## config.mk

```make
export PLATFORM = sky130hd
export DESIGN_NAME = ecg_event_router
export DESIGN_NICKNAME = d
export VERILOG_FILES = /design/src/core/ecg_pkg.sv /design/src/core/ecg_event_router.sv
export SDC_FILE = /design/constraint.sdc
export NUM_CORES = 1
export LEC_CHECK = 0
export ABC_AREA = 1
export BUFFER_PORTS_ARGS = -buffer_cell sky130_fd_sc_hd__buf_2
export CAP_MARGIN = 20
export CORE_MARGIN = 1
export CORE_UTILIZATION = 35
export CTS_BUF_LIST = sky130_fd_sc_hd__clkbuf_8
export DETAILED_ROUTE_END_ITERATION = 8
export GPL_ROUTABILITY_DRIVEN = 0
export MAX_ROUTING_LAYER = met4
export PLACE_DENSITY = 0.59
export RECOVER_POWER = 25
export SYNTH_ARGS = -nofsm -noshare
export SYNTH_HDL_FRONTEND = slang
export SYNTH_SLANG_ARGS = --single-unit
```

## constraint.sdc

```tcl
create_clock -name clk -period 2.1 [get_ports clk]
set_clock_uncertainty 0.05 [all_clocks]
set_input_delay 0 -clock clk [delete_from_list [all_inputs] [get_ports clk]]
set_output_delay 0 -clock clk [all_outputs]
set_load 0.02 [all_outputs]
```

## src/core/ecg_pkg.sv

```systemverilog
package ecg_pkg;
  // Number of event channels.
  localparam int unsigned NUM_CHANNELS = 6;
  // Width of a generator selection code.
  localparam int unsigned SEL_W = 8;
  // Selection code after reset: channel not connected.
  localparam logic [7:0] SEL_OFF = 8'h00;
  // Generator selection codes.
  localparam logic [7:0] SEL_RTC_OVF = 8'h06;
  localparam logic [7:0] SEL_RTC_CMP = 8'h07;
  localparam logic [7:0] SEL_PIT_BASE = 8'h08;
  localparam int unsigned NUM_PIT_TAPS = 8;
  localparam logic [7:0] SEL_LUT_BASE = 8'h10;
  localparam int unsigned NUM_LUTS = 4;
  localparam logic [7:0] SEL_CMP_BASE = 8'h20;
  localparam int unsigned NUM_CMPS = 1;
  localparam logic [7:0] SEL_ADC_RES = 8'h24;
  localparam logic [7:0] SEL_ADC_SAMPLE_READY_EVENT = 8'h25;
  localparam logic [7:0] SEL_ADC_WIN = 8'h26;
  localparam logic [7:0] SEL_PIN_BASE = 8'h40;
  localparam int unsigned NUM_PINS = 8;
  localparam logic [7:0] SEL_BAUD = 8'h60;
  localparam logic [7:0] SEL_SPI_CLK = 8'h68;
  localparam logic [7:0] SEL_TA_OVF = 8'h80;
  localparam logic [7:0] SEL_TA_HIGH_BYTE_UNDERFLOW_EVENT = 8'h81;
  localparam logic [7:0] SEL_TA_CMP0 = 8'h84;
  localparam logic [7:0] SEL_TB_CAPTURE_FLAG_EVENT = 8'hA0;
  localparam logic [7:0] SEL_TB_OVF = 8'hA1;
  localparam int unsigned NUM_TIMER_B = 2;
  localparam int unsigned TB_STRIDE = 2;
  localparam int unsigned NUM_TA_CMP = 3;
  // Periodic taps: slowest divides by 8192, fastest by 64.
  localparam int unsigned PIT_SLOWEST_DIV = 8192;
  localparam int unsigned PIT_FASTEST_DIV = 64;
endpackage : ecg_pkg

```

## src/core/ecg_event_router.sv

```systemverilog
`timescale 1ns/10ps
module ecg_event_router (
  input wire logic clk,
  input wire logic reset_n,
  input wire logic [ecg_pkg::NUM_CHANNELS*ecg_pkg::SEL_W-1:0] sel_flat,
  input wire logic [ecg_pkg::NUM_CHANNELS-1:0] software_event_trigger,
  input wire logic rtc_overflow_event,
  input wire logic rtc_compare_match_event,
  input wire logic [ecg_pkg::NUM_PIT_TAPS-1:0] periodic_tap,
  input wire logic [ecg_pkg::NUM_LUTS-1:0] lookup_table_output,
  input wire logic [ecg_pkg::NUM_CMPS-1:0] analog_comparator,
  input wire logic result_ready_event,
  input wire logic sample_ready_event,
  input wire logic window_match_event,
  input wire logic [ecg_pkg::NUM_PINS-1:0] pin_level_event,
  input wire logic baud_clock_event,
  input wire logic spi_clock_event,
  input wire logic timer_a_split_mode,
  input wire logic overflow_or_low_underflow_event,
  input wire logic high_byte_underflow_event,
  input wire logic compare_zero_event,
  input wire logic compare_one_event,
  input wire logic compare_two_event,
  input wire logic [ecg_pkg::NUM_TIMER_B-1:0] capture_flag_event,
  input wire logic [ecg_pkg::NUM_TIMER_B-1:0] overflow_event,
  output logic [ecg_pkg::NUM_CHANNELS-1:0] async_subchannel,
  output logic [ecg_pkg::NUM_CHANNELS-1:0] sync_subchannel
);
  import ecg_pkg::*;

  typedef struct packed {
    logic [NUM_CHANNELS*SEL_W-1:0] sel;
    logic [NUM_CHANNELS-1:0] sync1;
    logic [NUM_CHANNELS-1:0] sync2;
    logic [NUM_CHANNELS-1:0] sync_path;
    logic [NUM_CHANNELS-1:0] sw;
  } ecg_state_type;

  ecg_state_type state_r;
  ecg_state_type state_nxt;

  logic [NUM_CHANNELS-1:0] raw_event;
  logic [NUM_CHANNELS-1:0] is_async;

  // Selection decode; the pure mux keeps async sources unclocked.
  always_comb begin
    logic [SEL_W-1:0] s;
    s = '0;
    raw_event = '0;
    is_async = '0;
    for (int c = 0; c < NUM_CHANNELS; c++) begin
      s = state_r.sel[c*SEL_W +: SEL_W];
      // Unknown codes, including the reset code, drive nothing.
      raw_event[c] = 1'b0;
      is_async[c] = 1'b0;
      case (s)
        SEL_RTC_OVF: begin
          raw_event[c] = rtc_overflow_event;
          is_async[c] = 1'b1;
        end
        SEL_RTC_CMP: begin
          raw_event[c] = rtc_compare_match_event;
          is_async[c] = 1'b1;
        end
        SEL_ADC_RES: raw_event[c] = result_ready_event;
        SEL_ADC_SAMPLE_READY_EVENT: raw_event[c] = sample_ready_event;
        SEL_ADC_WIN: raw_event[c] = window_match_event;
        SEL_BAUD: raw_event[c] = baud_clock_event;
        SEL_SPI_CLK: raw_event[c] = spi_clock_event;
        SEL_TA_OVF: raw_event[c] = overflow_or_low_underflow_event;
        SEL_TA_HIGH_BYTE_UNDERFLOW_EVENT: begin
          raw_event[c] = high_byte_underflow_event
            & timer_a_split_mode;
        end
        default: begin
          for (int i = 0; i < NUM_PIT_TAPS; i++) begin
            if (s == SEL_PIT_BASE + SEL_W'(i)) begin
              raw_event[c] = periodic_tap[i];
              is_async[c] = 1'b1;
            end
          end
          for (int i = 0; i < NUM_LUTS; i++) begin
            if (s == SEL_LUT_BASE + SEL_W'(i)) begin
              raw_event[c] = lookup_table_output[i];
              is_async[c] = 1'b1;
            end
          end
          for (int i = 0; i < NUM_CMPS; i++) begin
            if (s == SEL_CMP_BASE + SEL_W'(i)) begin
              raw_event[c] = analog_comparator[i];
              is_async[c] = 1'b1;
            end
          end
          for (int i = 0; i < NUM_PINS; i++) begin
            if (s == SEL_PIN_BASE + SEL_W'(i)) begin
              raw_event[c] = pin_level_event[i];
              is_async[c] = 1'b1;
            end
          end
          for (int i = 0; i < NUM_TA_CMP; i++) begin
            if (s == SEL_TA_CMP0 + SEL_W'(i)) begin
              raw_event[c] = (i == 0) ? compare_zero_event :
                (i == 1) ? compare_one_event :
                compare_two_event;
            end
          end
          for (int i = 0; i < NUM_TIMER_B; i++) begin
            if (s == SEL_TB_CAPTURE_FLAG_EVENT + SEL_W'(i * TB_STRIDE)) begin
              raw_event[c] = capture_flag_event[i];
            end
            if (s == SEL_TB_OVF + SEL_W'(i * TB_STRIDE)) begin
              raw_event[c] = overflow_event[i];
            end
          end
        end
      endcase
    end
  end

  always_comb begin
    state_nxt = state_r;
    state_nxt.sel = sel_flat;
    // Two flops; the first is read only by the second.
    state_nxt.sync1 = raw_event;
    state_nxt.sync2 = state_r.sync1;
    state_nxt.sw = software_event_trigger;
    for (int c = 0; c < NUM_CHANNELS; c++) begin
      state_nxt.sync_path[c] = is_async[c] ? state_r.sync2[c]
        : raw_event[c];
    end
  end

  always_ff @(posedge clk or negedge reset_n) begin
    if (!reset_n) begin
      state_r <= '0;
    end else begin
      state_r <= state_nxt;
    end
  end

  // Async path is combinational so it works with the clock stopped.
  always_comb begin
    async_subchannel = raw_event ^ state_r.sw;
    sync_subchannel = state_r.sync_path ^ state_r.sw;
  end
endmodule : ecg_event_router

```

* Yosys cells after proc, flatten, opt, wreduce, memory -nomap -nowiden *
Index checks and enable logic that the tools add are counted.

storage, ports and cells
  latch bits = 0
  word-level logic and storage cells = 554
  input bits = 94
  memories kept = 0
  bits in writable memories = 0
  ROM bits = 0
  flip-flop bits (word level) = 72

cells by class
  equal/unequal tests = 222
  order comparisons = 0
  multiply operators = 0
  shift operators = 0
  muxes and demuxes = 312
  bitwise gates (word level) = 3
  reduce and logical (&&, ||, !) cells = 12
  div/mod/pow operators = 0
  add/subtract/negate cells = 0

operators by type and width
  cell                number
  $eq 8x7->1 const B  60
  $eq 8x8->1 const B  54
  $eq 8x4->1 const B  48
  $mux 1              300
  $eq 8x5->1 const B  24
  $eq 8x6->1 const B  24
  $eq 8x3->1 const B  12
  $pmux 1 s9          6
  $reduce_or 7->1     6
  $pmux 1 s2          6
  $reduce_or 2->1     6
  $xor 6x6->6         2
  $and 1x1->1         1

* Longest topological paths before layout *
  word-level depth = 31
  mapped depth = 22
  mapped depth without buffers = 22

* Least setup slack after synthesis *
Ideal clock, no wire load.

  path kind = reg-to-reg
  start point = register state_r[41] (netlist bit)
  end point = register state_r[8] (netlist bit)
  period minus slack after synthesis = 2118 ps
  cell stages (with the launch flop) = 21
  required time = 1930 ps
  path slack = -18 ps
  arrival time = 1948 ps
  cell sequence = dfrtp_1 -> nor2_2 -> nand2_2 -> nand3_2 -> o21ai_2 -> nand4_1 -> nand3_1 -> nor2_1 -> nand3_1 -> nand2_1 -> nand4_1 -> nand2_1 -> nand4_1 -> nor2_1 -> nand2_1 -> nand2_2 -> nand3_2 -> nor2_2 -> nand4_2 -> nand2_1 -> nand2_1

RTL lines
  what                    line                     source
  from (decl)             ecg_event_router.sv:39   ecg_state_type state_r;
  from (signal assigned)  ecg_event_router.sv:137  state_r <= state_nxt;

* Worst setup path after layout *
  start point = register state_r[41] (netlist bit)
  end point = output async_subchannel[2] (netlist bit)

between the ends
  longest elaborated chain between the ends = 31

RTL lines
  what                 line                     source
  $eq 8x4->1           ecg_event_router.sv:77   if (s == SEL_PIT_BASE + SEL_W'(i)) begin
  $mux 1 (8 in a row)  ecg_event_router.sv:77
  $mux 1 (4 in a row)  ecg_event_router.sv:83   if (s == SEL_LUT_BASE + SEL_W'(i)) begin
  $mux 1               ecg_event_router.sv:89   if (s == SEL_CMP_BASE + SEL_W'(i)) begin
  $mux 1 (8 in a row)  ecg_event_router.sv:95   if (s == SEL_PIN_BASE + SEL_W'(i)) begin
  $mux 1 (3 in a row)  ecg_event_router.sv:101  if (s == SEL_TA_CMP0 + SEL_W'(i)) begin
  $mux 1               ecg_event_router.sv:108  if (s == SEL_TB_CAPTURE_FLAG_EVENT + SEL_W'(i * TB_STRIDE)) begin
  $mux 1               ecg_event_router.sv:111  if (s == SEL_TB_OVF + SEL_W'(i * TB_STRIDE)) begin
  $mux 1               ecg_event_router.sv:108
  $mux 1               ecg_event_router.sv:111
  $pmux 1 s9 *         ecg_event_router.sv:56   case (s)
  net raw_event[2]     ecg_event_router.sv:42   logic [NUM_CHANNELS-1:0] raw_event;
  $xor 6x6->6 *        ecg_event_router.sv:143  async_subchannel = raw_event ^ state_r.sw;
  to (decl)            ecg_event_router.sv:26   output logic [ecg_pkg::NUM_CHANNELS-1:0] async_subchannel,

Mark *: on every way through the listed nets, which the timed path passes. The rest lies on a longest branch.

==> metrics.cfg <==
[worst_setup_path]
path_depth = 20
path_cells = nand2_4 > nor2_1 > inv_2 > nor2_2 > nor2_2 > a21boi_1 > nand3_1 > nand2_1 > nand4_1 > nand2_1 > nand4_1 > nor2_1 > nand2_1 > nand2_2 > nand3_2 > nor2_2 > nand4_2 > nand2_1 > nand2_1 > buf_4
critPathTopFamily = simple AND/OR/NAND/NOR gates
reg2regPathDepth = 19
worstPathMaxFanout = 5
slowest_stage = dfrtp_2
critPathLaunchType = flop
crit_type = reg -> out
r2r_slack_ps = -300
cp.arrival_ps = 2700
slowest_delay_ps = 490
cp.required_ps = 2050
crit_path_end_kind = output port
crit_buf_inv = 2
crit_top_cell = nand2_1

[timing]
max_freq_ghz = 0.363
maxSlewViolCount = 0
slew_headroom = 0.381
setup_viol = 18
fin_crit_sh = 1.31
setup_ws_ps = -655
tightestPinTransition_ps = 929
fin_tns_setup_ps = -5820
fin_crit_ps = 2750
hold_violations = 0
rsz0062_at_grt = true

[place]
place_inst = 1584
placed_cell_area_um2 = 8620
io_buffers = 105
dp_slack_ps = -237
dp_hpwl_mm = 19.5

[yosys]
synth_most_common_cell = nand2_1
syn_avg_cell_area_um2 = 5.96
synth.cell_area_um2 = 6210
netlist-cell-type-count = 46
synth_ff_type = dfrtp_1
synth-edff-count = 0
synthesis.nets = 1136
yosys-top-cells-count = nand2_1, inv_1, nor2_1, nand3_1, dfrtp_1
seq_area_frac_synth = 0.290
synth_area_leaders = dfrtp_1, nand2_1, inv_1
async_flop_share = 1.00
ys_ff_latch = 72
synth.top_cell.area_share = 0.290
synth_cells = 1042
synth_area_leader_cell = dfrtp_1
yosysWarnings = 0

[hold_path]
holdPathStages = 5
worst_hold_path_type = in -> reg

[clocking]
cts.path.max_buffers = 2
cts_buffers = 9
cts_tree = yes
cts.htree.levels = 3
cts_sinks = 72
clk_latency_ps = 400
clkSlewWorstSetupHoldPaths_ps = 90
root_buffer = clkbuf_8

[global_route]
antenna_found_initial = 0
grt_usage = 0.297
grt_pass1_wl_mm = 39.7
grt_pass1_vias = 7897
grt_max_degree = 73
grt_overflow = 0

[pwr]
vdd_drop_max_mv = 0.358
power_density_nw_per_um2 = 422
leakage_nw = 4.88

[final_layout]
nNetsFinal = 1532
antennaDiodeCount = 0
multi_input_area_um2 = 3830
layout-drive-gt1-share = 0.330
seq_area_um2 = 1810
areaGrowthSynthToFinish_pct = 58.4
fill_cells = 1730
stdcell_count = 1667
final_area_um2 = 9840

[detailed_routing]
first_pass_iters = 8
highest_layer = met4
ant_nets = 0
routed_wl_mm = 25.8
wl_met3_mm = 2.20
dr_wl_met2_mm = 11.6
drcViolationCount = 0
vias_per_cell = 5.09
wire_per_inst_um = 15.5
num_vias = 8486
met1_length_mm = 10.7
drt-initial-drc-count = 756

[job]
maxCapViolations = 0

[die]
rows = 48
start_util = 0.359
fp.dieW_um = 135
die_y_um = 135
die_area_um2 = 18300
io_pins = 106
core_area_um2 = 17300

[status]
status = complete, but fails checks
violations = setup timing

==> logic make-up (layout without fill, tap and decap cells) <==
group           Yosys count  in the layout  synth area share
simple gates            642            642             0.459
buf+inv                 220            620             0.133
compound gates          102            102             0.109
flops                    72             72             0.290
xor+xnor                  6              6           0.00846
==> cell type report <==
class,instances,share of cell area
Inverter,219,0.0838
Clock buffer,10,0.0140
Tap cell,225,0.0286
Clock inverter,5,0.0131
Sequential cell,72,0.184
Timing Repair Buffer,386,0.287
Multi-Input combinational cell,750,0.389
==> path summary, 6_finish.rpt <==
check | startpoint | end
setup / recovery | state_r[41] | async_subchannel[2]
hold / removal | rtc_overflow_event | state_nxt[13]
setup reg to reg | state_r[41] | state_nxt[14]
hold reg to reg | state_nxt[12] | state_r[12]
max in group asynchronous | reset_n | state_r[48]
min in group asynchronous | reset_n | state_r[35]
==> per-stage QoR <==
stage	util	power [mW]	hold WS, ps
6_report	0.569	4.15	25.2
4_1_cts	0.558	4.12	12.3
5_1_grt	0.569	4.34	33.1
3_5_place_dp	0.498	2.47	59.3
2_1_floorplan	-	1.90	-346
3_3_place_gp	0.498	2.46	57.2
==> timing repair <==
item / 4_1_cts / 5_1_grt
setup endpoints to repair: 18 / 18
buffers inserted: 8 / 7
gates cloned: 0 / 0
pin swaps: 14 / 19
gates resized for setup: 56 / 52
hold buffers: 56 / 0
hold endpoints to repair: 127 / 0
==> power by group <==
| group | leakage (nW) | internal, mW | switching (mW) |
|---|---|---|---|
| registers | 0.865 | 1.46 | 0.0695 |
| clock network | 0.133 | 0.937 | 0.594 |
| logic | 3.88 | 0.480 | 0.606 |
| total | 4.88 | 2.88 | 1.27 |
==> layer usage <==
| layer | vias up | global-route usage |
|---|---|---|
| met5 | - | - |
| met4 | 0 | 0.151 |
| met3 | 90 | 0.0531 |
| met2 | 392 | 0.465 |
| met1 | 3810 | 0.367 |
| li1 | 4194 | - |
==> cell usage in the layout, fill, tap and decap left out, drive strengths merged, types with 5 or more instances in the layout <==
cell,n
nor2,194
nand2,238
nor4,13
xor2,6
dfrtp,72
o21ai,29
nand3,92
inv,214
dlygate4sd3,56
clkbuf,10
a21oi,15
a31oi,12
o2111ai,5
nor3,51
nand4,50
clkinv,6
buf,330
==> registers in the layout, summed over array words and instances, names as in the netlist <==
register and flops:
state_r 66, state_nxt 6
==> worst min-delay path, stage by stage <==
cell	delay (ps)
buf_2	140
nand2_1	70
nand4_1	80
a211oi_1	70
nand3_2	80
(Power assumes the default switching activity.)
